### config.mk
export PLATFORM = sky130hd
export DESIGN_NAME = dop_data_output_unit
export DESIGN_NICKNAME = d
export VERILOG_FILES = /design/src/hdl/dop_pkg.sv /design/src/hdl/dop_data_output_unit.sv
export SDC_FILE = /design/constraint.sdc
export NUM_CORES = 1
export LEC_CHECK = 0
export BUFFER_PORTS_ARGS = -buffer_cell sky130_fd_sc_hd__buf_4
export CORE_MARGIN = 4
export CORE_UTILIZATION = 48
export CTS_CLUSTER_DIAMETER = 80
export CTS_CLUSTER_SIZE = 28
export DETAILED_ROUTE_END_ITERATION = 8
export GPL_ROUTABILITY_DRIVEN = 1
export PLACE_DENSITY = 0.77
export SLEW_MARGIN = 10
export SYNTH_ARGS = -nofsm -noshare
export SYNTH_HDL_FRONTEND = slang
export SYNTH_SLANG_ARGS = --single-unit
### constraint.sdc
create_clock -name clk -period 2.6 [get_ports clk]
set_input_delay 0.26 -clock clk [delete_from_list [all_inputs] [get_ports clk]]
set_output_delay 0.26 -clock clk [all_outputs]
set_load 0.005 [all_outputs]
### src/hdl/dop_pkg.sv
package dop_pkg;
   // ************************************************************
   // Timing constants at a 200 MHz clock
   // ************************************************************
   localparam int unsigned CLK_MHZ          = 200;
   localparam int unsigned APERTURE_MS      = 3;
   localparam int unsigned BUSY_HIDC_MS     = 54;
   localparam int unsigned BUSY_LODC_MS     = 123;
   localparam int unsigned BUSY_KOHM_MS     = 73;
   localparam int unsigned BUSY_FILT_MS     = 523;
   localparam int unsigned RANGE_ADD_OUT_MS = 50;
   localparam int unsigned RANGE_ADD_IN_MS  = 280;
   localparam int unsigned MS_CYCLES        = CLK_MHZ * 1000;
   localparam int unsigned APERTURE_CYCLES  = APERTURE_MS * MS_CYCLES;

   // ************************************************************
   // Function codes and register layout
   // ************************************************************
   localparam logic [1:0] FUNC_VDC  = 2'h0;
   localparam logic [1:0] FUNC_VAC  = 2'h1;
   localparam logic [1:0] FUNC_OHM  = 2'h2;
   localparam logic [1:0] FUNC_KOHM = 2'h3;
   localparam logic [2:0] RANGE_LOW_LIMIT = 3'h3; // Codes 3..4 are the 1 V and 0.1 V ranges
   localparam logic [3:0] ADDR_STATUS = 4'h0;
   localparam logic [3:0] ADDR_MASK   = 4'h1;
   localparam logic [3:0] ADDR_FLAGS  = 4'h2;
   localparam logic [3:0] ADDR_CTRL   = 4'h3;
   localparam int unsigned IRQ_BITS   = 3;
   localparam int unsigned IRQ_READY  = 0;
   localparam int unsigned IRQ_OVLD   = 1;
   localparam int unsigned IRQ_APER   = 2;
   localparam logic [2:0] MASK_RESET  = 3'h0;
   localparam logic [1:0] CTRL_RESET  = 2'h0;
   localparam int unsigned CTRL_ADAPT = 0;
   localparam int unsigned CTRL_EXTTRIG = 1;

   typedef enum {ST_IDLE, ST_APER, ST_TIMEOUT} dop_state_type;
endpackage

### src/hdl/dop_data_output_unit.sv
// Functional notes
// - Digits leave as 8-4-2-1 BCD by default.
// - Digit code passes through strap terminals.
// - Busy falls one cycle before valid data presented.
// - Aperture flag falls when sampling starts.
// - Aperture stays open three milliseconds.
// - Adaptive busy time by function, range, filter.
// - Trigger flag shows internal or external.
// - Group drives only while its inhibit high.
// - Outputs hold valid after busy falls.
// - Overload output separate from sequenced lines.
module dop_data_output_unit
   import dop_pkg::*;
#(
   parameter int unsigned DIGITS    = 5,
   parameter int unsigned APER_CYC  = APERTURE_CYCLES,
   parameter int unsigned MS_CYC    = MS_CYCLES
) (
   input  wire logic                clk,          // 200 MHz clock
   input  wire logic                rstn,         // Async reset, active low
   input  wire logic [3:0]          addr,         // Register address
   input  wire logic [31:0]         wrData,       // Register write data
   input  wire logic                wrStb,        // Write strobe
   input  wire logic                rdStb,        // Read strobe
   output logic [31:0]              rdData,       // Read data, cycle after strobe
   output logic                     irq,          // Level interrupt
   input  wire logic                extTrig,      // External trigger pulse
   input  wire logic                intTrig,      // Internal sample-rate trigger
   input  wire logic [4*DIGITS-1:0] measDigits,   // Converted BCD digits
   input  wire logic                measOvrng,    // Overrange from converter
   input  wire logic                measNeg,      // Negative polarity
   input  wire logic                measOvld,     // Overload detected
   input  wire logic [1:0]          measFunc,     // Function code
   input  wire logic [2:0]          measRange,    // Range code
   input  wire logic                filterIn,     // Filter switched in
   input  wire logic [3:0]          rangeSteps,   // Autorange changes this cycle
   input  wire logic [4*DIGITS-1:0] convIn,       // Return from conversion terminals
   output logic [4*DIGITS-1:0]      convOut,      // Drive to conversion terminals
   input  wire logic [DIGITS-1:0]   digitInhN,    // Decade gate, low inhibits
   input  wire logic                rangeInhN,    // Range gate
   input  wire logic                ovrInhN,      // Overrange gate
   input  wire logic                funcInhN,     // Primary function gate
   input  wire logic                secInhN,      // Secondary function gate
   input  wire logic                flagInhN,     // Flag gate
   output logic [4*DIGITS-1:0]      digitOut,     // Decade BCD outputs
   output logic [4*DIGITS-1:0]      digitOe,      // Decade output enables
   output logic [2:0]               rangeOut,     // Coded range
   output logic                     rangeOe,      // Range enable
   output logic                     ovrOut,       // Overrange bit
   output logic                     ovrOe,        // Overrange enable
   output logic [3:0]               funcOut,      // VDC VAC ohm kohm flags
   output logic                     funcOe,       // Function enable
   output logic                     polOut,       // Polarity, 1 = negative
   output logic                     filtOut,      // Filter flag
   output logic                     secOe,        // Secondary enable
   output logic                     busy,         // Data not ready
   output logic                     apertureN,    // Low while aperture open
   output logic                     trigFlag,     // Externally triggered
   output logic                     flagOe,       // Flag enable
   output logic                     overload      // Ungated overload
);

   // ************************************************************
   // Adaptive busy length in milliseconds
   // ************************************************************
   // 13 bits: filter in plus fifteen range changes overflows 12
   function automatic logic [12:0] busyMs(input logic [1:0] f, input logic [2:0] r,
                                          input logic filt, input logic [3:0] steps);
      logic [12:0] base;
      logic [12:0] add;
      base = 13'(BUSY_LODC_MS);
      add  = filt ? 13'(RANGE_ADD_IN_MS) : 13'(RANGE_ADD_OUT_MS);
      if (filt) begin
         base = 13'(BUSY_FILT_MS);
      end else if (f == FUNC_KOHM) begin
         base = 13'(BUSY_KOHM_MS);
      end else if (f == FUNC_VDC && r < RANGE_LOW_LIMIT) begin
         base = 13'(BUSY_HIDC_MS);
      end
      return 13'(base + add * 13'(steps));
   endfunction

   // ************************************************************
   // Measurement sequencer
   // ************************************************************
   dop_state_type state, next_state;
   logic [31:0]   cnt, next_cnt;
   logic [12:0]   msLeft, next_msLeft;
   logic          next_busy, next_apertureN, next_trigFlag;
   logic [1:0]    ctrl;
   logic          trigHit;
   logic          capture;

   assign trigHit = ctrl[CTRL_EXTTRIG] ? extTrig : intTrig;

   // Next state for sequencer
   always_comb begin
      next_state     = state;
      next_cnt       = cnt;
      next_msLeft    = msLeft;
      next_busy      = busy;
      next_apertureN = apertureN;
      next_trigFlag  = trigFlag;
      capture        = 1'b0;
      case (state)
         ST_IDLE: begin
            if (trigHit) begin
               next_state     = ST_APER;
               next_busy      = 1'b1;
               next_apertureN = 1'b0;
               next_trigFlag  = ctrl[CTRL_EXTTRIG];
               next_cnt       = 32'(APER_CYC - 1);
               next_msLeft    = busyMs(measFunc, measRange, filterIn, rangeSteps);
            end
         end
         ST_APER: begin
            if (cnt == 32'h0) begin
               next_apertureN = 1'b1;
               if (ctrl[CTRL_ADAPT]) begin
                  next_state = ST_TIMEOUT;
                  next_msLeft = (msLeft > 13'(APERTURE_MS)) ? 13'(msLeft - 13'(APERTURE_MS)) : 13'h0001;
                  next_cnt   = 32'(MS_CYC - 1);
               end else begin
                  next_state = ST_IDLE;
                  next_busy  = 1'b0;
                  capture    = 1'b1;
               end
            end else begin
               next_cnt = cnt - 32'h1;
            end
         end
         ST_TIMEOUT: begin
            if (cnt == 32'h0) begin
               next_cnt = 32'(MS_CYC - 1);
               if (msLeft <= 13'h0001) begin
                  next_state = ST_IDLE;
                  next_busy  = 1'b0;
                  capture    = 1'b1;
               end else begin
                  next_msLeft = msLeft - 13'h0001;
               end
            end else begin
               next_cnt = cnt - 32'h1;
            end
         end
         default: next_state = ST_IDLE;
      endcase
   end

   // Sequencer registers
   always_ff @(posedge clk or negedge rstn) begin
      if (!rstn) begin
         state     <= ST_IDLE;
         cnt       <= 32'h0;
         msLeft    <= 13'h0000;
         busy      <= 1'b0;
         apertureN <= 1'b1;
         trigFlag  <= 1'b0;
      end else begin
         state     <= next_state;
         cnt       <= next_cnt;
         msLeft    <= next_msLeft;
         busy      <= next_busy;
         apertureN <= next_apertureN;
         trigFlag  <= next_trigFlag;
      end
   end

   // ************************************************************
   // Result latch and gated output drivers
   // ************************************************************
   logic [4*DIGITS-1:0] digLatch, next_digLatch;
   logic [2:0]          rngLatch, next_rngLatch;
   logic [1:0]          fnLatch, next_fnLatch;
   logic                ovrLatch, negLatch, filtLatch;
   logic                next_ovrLatch, next_negLatch, next_filtLatch;
   logic [4*DIGITS-1:0] next_digitOe;

   // Latch loads only at end of busy so data stays put while ready
   always_comb begin
      next_digLatch  = capture ? convIn : digLatch;
      next_rngLatch  = capture ? measRange : rngLatch;
      next_fnLatch   = capture ? measFunc : fnLatch;
      next_ovrLatch  = capture ? measOvrng : ovrLatch;
      next_negLatch  = capture ? measNeg : negLatch;
      next_filtLatch = capture ? filterIn : filtLatch;
   end

   // Per-decade enables follow each gate
   genvar g;
   generate
      for (g = 0; g < DIGITS; g++) begin : gDec
         assign next_digitOe[4*g+3:4*g] = {4{digitInhN[g]}};
      end
   endgenerate

   // Output registers
   always_ff @(posedge clk or negedge rstn) begin
      if (!rstn) begin
         digLatch <= '0;
         rngLatch <= 3'h0;
         fnLatch  <= 2'h0;
         ovrLatch <= 1'b0;
         negLatch <= 1'b0;
         filtLatch <= 1'b0;
         convOut  <= '0;
         digitOut <= '0;
         digitOe  <= '0;
         rangeOut <= 3'h0;
         rangeOe  <= 1'b0;
         ovrOut   <= 1'b0;
         ovrOe    <= 1'b0;
         funcOut  <= 4'h0;
         funcOe   <= 1'b0;
         polOut   <= 1'b0;
         filtOut  <= 1'b0;
         secOe    <= 1'b0;
         flagOe   <= 1'b0;
         overload <= 1'b0;
      end else begin
         digLatch <= next_digLatch;
         rngLatch <= next_rngLatch;
         fnLatch  <= next_fnLatch;
         ovrLatch <= next_ovrLatch;
         negLatch <= next_negLatch;
         filtLatch <= next_filtLatch;
         convOut  <= measDigits;
         digitOut <= digLatch;
         digitOe  <= next_digitOe;
         rangeOut <= rngLatch;
         rangeOe  <= rangeInhN;
         ovrOut   <= ovrLatch;
         ovrOe    <= ovrInhN;
         funcOut  <= 4'h1 << fnLatch;
         funcOe   <= funcInhN;
         polOut   <= negLatch;
         filtOut  <= filtLatch;
         secOe    <= secInhN;
         flagOe   <= flagInhN;
         overload <= measOvld;
      end
   end

   // ************************************************************
   // Register port and interrupt
   // ************************************************************
   logic [IRQ_BITS-1:0] status, next_status, mask, next_mask;
   logic [1:0]          next_ctrl;
   logic [31:0]         next_rdData;
   logic [IRQ_BITS-1:0] events;
   logic                next_irq;

   assign events = {~next_apertureN & apertureN, measOvld & ~overload, capture};

   // Set wins over read-clear so no event is lost
   always_comb begin
      next_status = status;
      next_mask   = mask;
      next_ctrl   = ctrl;
      next_rdData = 32'h0;
      if (rdStb) begin
         case (addr)
            ADDR_STATUS: begin
               next_rdData = 32'(status);
               next_status = '0;
            end
            ADDR_MASK:  next_rdData = 32'(mask);
            ADDR_FLAGS: next_rdData = {26'h0, state != ST_IDLE, trigFlag, overload, ~apertureN, busy, 1'b0};
            ADDR_CTRL:  next_rdData = 32'(ctrl);
            default:    next_rdData = 32'h0;
         endcase
      end
      if (wrStb) begin
         case (addr)
            ADDR_MASK: next_mask = wrData[IRQ_BITS-1:0];
            ADDR_CTRL: next_ctrl = wrData[1:0];
            default:   next_ctrl = ctrl;
         endcase
      end
      next_status = next_status | events;
      next_irq    = |(next_status & next_mask);
   end

   // Register file flops
   always_ff @(posedge clk or negedge rstn) begin
      if (!rstn) begin
         status <= '0;
         mask   <= MASK_RESET;
         ctrl   <= CTRL_RESET;
         rdData <= 32'h0;
         irq    <= 1'b0;
      end else begin
         status <= next_status;
         mask   <= next_mask;
         ctrl   <= next_ctrl;
         rdData <= next_rdData;
         irq    <= next_irq;
      end
   end

endmodule // dop_data_output_unit

==> flow_summary.toml, run 1 <==
[clock_network]
cts_buffers = 17
clock_sinks = 154
cts_root_buf = "clkbuf_16"
clock_latency_ps = 420
clk_pin_slew_ps = 60
cts_max_level = 4
clockBufferDepth = 2
cts_tree = "yes"

[route]
finalWirelength_um = 21540
top_layer_used = "met4"
met1_length_um = 8149
first_pass_iters = 5
final_antenna_net_count = 0
vias = 6453
drt-vias-per-instance = 5.320
wire_per_inst_um = 17.76
met3_length_um = 1284
drt_iter0_markers = 349
route.detailed.drc = 0
wl_met2_um = 11460

[place]
globalplace.congestion = 0.8687
hpwl_um = 13610
portBuffers = 161
post_dp_cell_area_um2 = 9567

[power_and_ir_drop]
p_per_area_nw_per_um2 = 549.0
power_mw = 6.038
power_leakage_nw = 5.191
ir_worst_vdd_mv = 0.5540

[setup_path]
critPathLaunchType = "input port"
critPathTopFamily = "adder cells"
path_cells = "buf_8 -> nand2b_4 -> fa_1 -> inv_1 -> ha_1 -> inv_1 -> fa_1 -> inv_2 -> ha_4 -> a21o_1 -> a21oi_2 -> nand2_2 -> a31oi_4 -> mux2_4 -> o31ai_4"
crit_required_ps = 2920
worstPathArrival_ps = 3340
critPathSlowestCell = "fa_1"
critPathKind = "input port to flop"
setup.worst_path.end_class = "flop"
critPathBufInv = 4
cpPeakStageDelay_ps = 490
path_max_fanout = 6

[floorplanning]
io_pins = 217
die_w_um = 134.6
chipHeight_um = 134.6
core-area_um2 = 15770
rows = 46
die-area_um2 = 18120
start_util_pct = 48.79

[logic_synthesis]
syn-cell-area_um2 = 7694
async_flop_share_pct = 100.0
synth_area_leaders = "dfrtp_1, mux2_2, ha_1, buf_4, nor2_1"
synth_edf_count = 0
yosysTopAreaCellShare_pct = 49.76
ys_seq_area_share_pct = 50.11
yosysTopAreaCell = "dfrtp_1"
synth_seq_cells = 154
synthFlopType = "dfrtp_1"
yosysWarnings = 0
synthDistinctLibCells = 69
synth_cells = 714
avgSynthCellArea_um2 = 10.78

[status]
violations = "setup timing"
outcome = "finished with violations"

[finish]
final_cell_area_um2 = 11000
nets = 1124
drive_above_1_share_pct = 41.02
area_delta_synth_final_pct = 42.97
final.fill_count = 1089
regArea_um2 = 3855
fin_util_pct = 69.75
multi_input_area_um2 = 3727
antenna_cells = 0

[sta]
finalSetupViolCount = 9
tightest_slew_ps = 624.1
layout_setup_ws_ps = -426.4
finClkSkew_ps = 8.361
max_slew_margin_pct = 58.39
maxClockFrequency_ghz = 0.3304
drv_slew = 0
finalCritPeriodShare_pct = 116.4
hold_violations = 0
rsz0062_at_grt = "yes"
fin_crit_ps = 3026

[global_route]
antenna_found_initial = 0
grt_max_degree = 69
grt_pass1_wl_um = 33070
grt_usage_pct = 23.04
grt_overflow_total = 0
grt_pass1_vias = 6528

[min_path]
hp-class = "input port to flop"

[run]
maxCapViolations = 0
[cell usage after synthesis, types with 5 or more instances]
master	count
fa_1	8
inv_1	37
xnor2_1	20
nor2b_1	9
or4_1	9
a21oi_1	25
buf_4	42
ha_1	27
nor4_1	10
a31oi_1	9
clkbuf_1	22
nand2_1	40
and3_1	5
mux2_2	38
mux2i_1	5
and2_1	5
or2_2	7
xor2_1	12
dfrtp_1	153
nand3_1	11
nor2_1	56
nor3_1	23
buf_2	6
nand4_1	7
nand2b_1	10
o21ai_0	29
or3_1	10
a21o_1	5
[routing by layer]
layer  up-vias  GRT usage (%)
li1       2980              -
met1      3175          26.74
met2       251          41.65
met3        47          5.104
met4         0          8.824
met5         -              0
[through the flow]
step / TNS [ps] / setup slack (ps) / hold slack (ps) / instances
after floorplan: -3345 / -632.4 / -35.59 / 740
after global placement: -5209 / -786.3 / 300.2 / 1132
after detailed placement: -5607 / -837.1 / 300.7 / 1132
after CTS: -1633 / -360.2 / 56.87 / 1201
after global routing: -3135 / -494.1 / 57.84 / 1213
final: -1950 / -426.4 / 72.05 / 1213
[sequential cells by signal, summed over array words and instances, names as in the netlist, 3 cells and up]
signal and cells:
mask 3, rdData 6, status 3, funcOut 4
rngLatch 3, digitOe 5, digitOut 20, digLatch 20
cnt 32, rangeOut 3, msLeft 13, convOut 20
[placed cells by master (no fill, tap or decap), types with 9 or more instances in the layout]
cell           count
nand3_1            9
o21ai_1            9
dfrtp_1          153
conb_1            28
nand2_1           37
buf_4            249
inv_1             32
ha_1              21
xnor2_1           19
or3_1              9
nand2b_1           9
o21ai_0           19
clkbuf_16         20
nor2_1            54
a21oi_1           21
dlygate4sd3_1     32
xor2_1            11
nor3_1            18
mux2_2            37
[path summary, 6_finish.rpt]
kind,startpoint,end,slack (ps),cells past startpoint
worst min register to register,digLatch[16]$_DFFE_PN0P_,digitOut[16]$_DFF_PN0_,370,0
worst max register to register,cnt[4]$_DFFE_PN0P_,msLeft[10]$_DFFE_PN0P_,-120,8
max in group asynchronous,rstn,apertureN$_DFF_PN1_,1390,3
min in group asynchronous,rstn,cnt[5]$_DFFE_PN0P_,420,2
worst max-delay path,filterIn,msLeft[10]$_DFFE_PN0P_,-430,15
worst min-delay path,convIn[16],digLatch[16]$_DFFE_PN0P_,70,2
[what timing repair did]
action	CTS	global route
hold buffers	32	0
cloned	0	5
setup buffers	6	7
gates resized for setup	19	64
hold endpoints to repair	96	0
pin swaps	16	21
setup endpoints to repair	13	64
[cells by family (layout without fill, tap and decap cells)]
family	Yosys count	count (layout)	synth area share [%]
other cells	2	28	0.09761
buf+inv	109	366	7.660
flops	154	154	50.11
xor+xnor	32	32	3.643
mux	44	44	6.505
simple gates	213	213	14.47
fa+ha+maj	35	35	6.472
compound gates	125	125	11.04
[report_power, final]
part	internal, mW	switching [mW]	total (mW)
Clock	1.41	0.981	2.39
Sequential	2.51	0.0782	2.58
Combinational	0.571	0.489	1.06
Total	4.49	1.55	6.04
[cell type report]
cell class / instances / area share (%)
clock inverter: 11 / 1.126
clock buffer: 21 / 4.004
multi-input combinational: 477 / 33.89
tap: 216 / 2.457
inverter: 37 / 1.263
timing repair buffer: 297 / 22.22
sequential: 154 / 35.05
Power figures use the tool's default switching activity.
==> run 2, diff against run 1 <==
--- a/config.mk
+++ b/config.mk
@@ -13,6 +13,7 @@
 export DETAILED_ROUTE_END_ITERATION = 8
 export GPL_ROUTABILITY_DRIVEN = 1
 export PLACE_DENSITY = 0.77
+export RECOVER_POWER = 50
 export SLEW_MARGIN = 10
 export SYNTH_ARGS = -nofsm -noshare
 export SYNTH_HDL_FRONTEND = slang
==> flow_summary.toml, run 2 (same netlist as run 1, synthesis figures left out) <==
[finish]
multi_input_area_um2 = 3727
layout_common_cells = "buf_4, dfrtp_1, clkbuf_4"
antenna_cells = 0
regArea_um2 = 3855
largest_reg_flops = 32
top_register = "cnt"
nets = 1124
fin_util_pct = 69.11
final.fill_count = 1122
area_delta_synth_final_pct = 41.67
drive_above_1_share_pct = 38.52
final_common_cell = "buf_4"

[global_route]
grt_overflow_total = 0
grt_pass1_wl_um = 33070
grt_max_degree = 69
grt_usage_pct = 23.04
grt_pass1_vias = 6528
antenna_found_initial = 0

[route]
vias = 6461
drt-vias-per-instance = 5.326
route.detailed.drc = 0
drt_iter0_markers = 348
final_antenna_net_count = 0
finalWirelength_um = 21540
first_pass_iters = 5
wire_per_inst_um = 17.76

[sta]
finClkSkew_ps = 10.47
rsz0062_at_grt = "yes"
hold_violations = 0
finalSetupViolCount = 9
tightest_slew_ps = 1671
maxClockFrequency_ghz = 0.3299
fin_crit_ps = 3031
max_slew_margin_pct = -11.38
layout_setup_ws_ps = -430.9
finalCritPeriodShare_pct = 116.6
drv_slew = 68

[status]
violations = "capacitance limit, slew limit, setup timing"
outcome = "finished with violations"

[setup_path]
critPathLaunchType = "input port"
critPathKind = "input port to flop"
crit_required_ps = 2910
setup.worst_path.end_class = "flop"
crit_start = "filterIn"
r2r_start = "cnt[4]$_DFFE_PN0P_"
path_max_fanout = 6
worstPathArrival_ps = 3340

[clock_network]
cts_root_buf = "clkbuf_16"
cts_tree = "yes"
clk_pin_slew_ps = 60
clockBufferDepth = 2
cts_buffers = 17
cts_max_level = 4
clock_latency_ps = 420
clock_sinks = 154

[place]
hpwl_um = 13610
pre_cts_slack_ps = -837.1
portBuffers = 161
globalplace.congestion = 0.8687

[floorplanning]
chipHeight_um = 134.6
die-area_um2 = 18120
io_pins = 217
core-area_um2 = 15770
rows = 46
die_w_um = 134.6
start_util_pct = 48.79

[power_and_ir_drop]
power_leakage_nw = 5.081
ir_worst_vdd_mv = 0.5533
p_per_area_nw_per_um2 = 551.9

[run]
maxCapViolations = 1

[min_path]
min_from = "convIn[18]"
hp-class = "input port to flop"
-- run 2: stage by stage --
step	hold slack (ps)	TNS, ps	instances	cell area [um^2]	power (mW)
global placement	300.2	-5209	1132	9567	3.439
global route	57.84	-3135	1213	10900	6.249
CTS	56.87	-1633	1201	10570	5.965
floorplan	-35.59	-3345	740	7854	3.063
finish	71.87	-1970	1213	10900	6.015
detailed placement	300.7	-5607	1132	9567	3.473
-- run 2: per-layer routing --
| metal | track usage [%] | part of all wire (%) | vias to the layer above |
|---|---|---|---|
| met5 | 0 | 0 | - |
| li1 | - | - | 2980 |
| met4 | 8.824 | 3.0 | 0 |
| met3 | 5.104 | 5.7 | 49 |
| met1 | 26.74 | 38 | 3197 |
| met2 | 41.65 | 53 | 235 |
-- run 2: path summary, 6_finish.rpt --
check | endpoint | slack [ps] | depth (start not counted)
min | digLatch[18]$_DFFE_PN0P_ | 70 | 2
min reg2reg | digitOut[16]$_DFF_PN0_ | 370 | 0
max in group asynchronous | apertureN$_DFF_PN1_ | 610 | 3
min in group asynchronous | cnt[21]$_DFFE_PN0P_ | 830 | 2
max reg2reg | msLeft[10]$_DFFE_PN0P_ | -120 | 8
max | msLeft[10]$_DFFE_PN0P_ | -430 | 15
-- run 2: layout make-up --
| class | instances | share of cell area [%] |
|---|---|---|
| tap | 216 | 2.480 |
| multi-input combinational | 477 | 34.20 |
| timing repair buffer | 297 | 21.50 |
| sequential | 154 | 35.37 |
| clock inverter | 11 | 1.136 |
| inverter | 37 | 1.274 |
| clock buffer | 21 | 4.041 |
-- run 2: power breakdown --
group / total, mW / leakage, nW / switching (mW) / internal, mW
Combinational: 1.03 / 2.96 / 0.489 / 0.545
Sequential: 2.58 / 1.85 / 0.0763 / 2.51
Clock: 2.40 / 0.267 / 0.986 / 1.41
-- run 2: repair_timing --
action / 4_1_cts / 5_1_grt
hold buffers: 32 / 0
gates resized for setup: 19 / 64
endpoints found under the hold margin: 96 / 0
gates cloned: 0 / 5
setup buffers: 6 / 7
pin swaps: 16 / 21
endpoints found under the setup margin: 13 / 64
-- run 2: critical path, stage by stage --
cell and delay (ps):
buf_8 100, nand2b_4 130, fa_1 490, inv_1 50, ha_1 270, inv_1 50, fa_1 490, inv_2 50
ha_4 220, a21o_1 190, a21oi_2 200, nand2_2 110, a31oi_4 200, mux2_4 340, o31ai_4 200
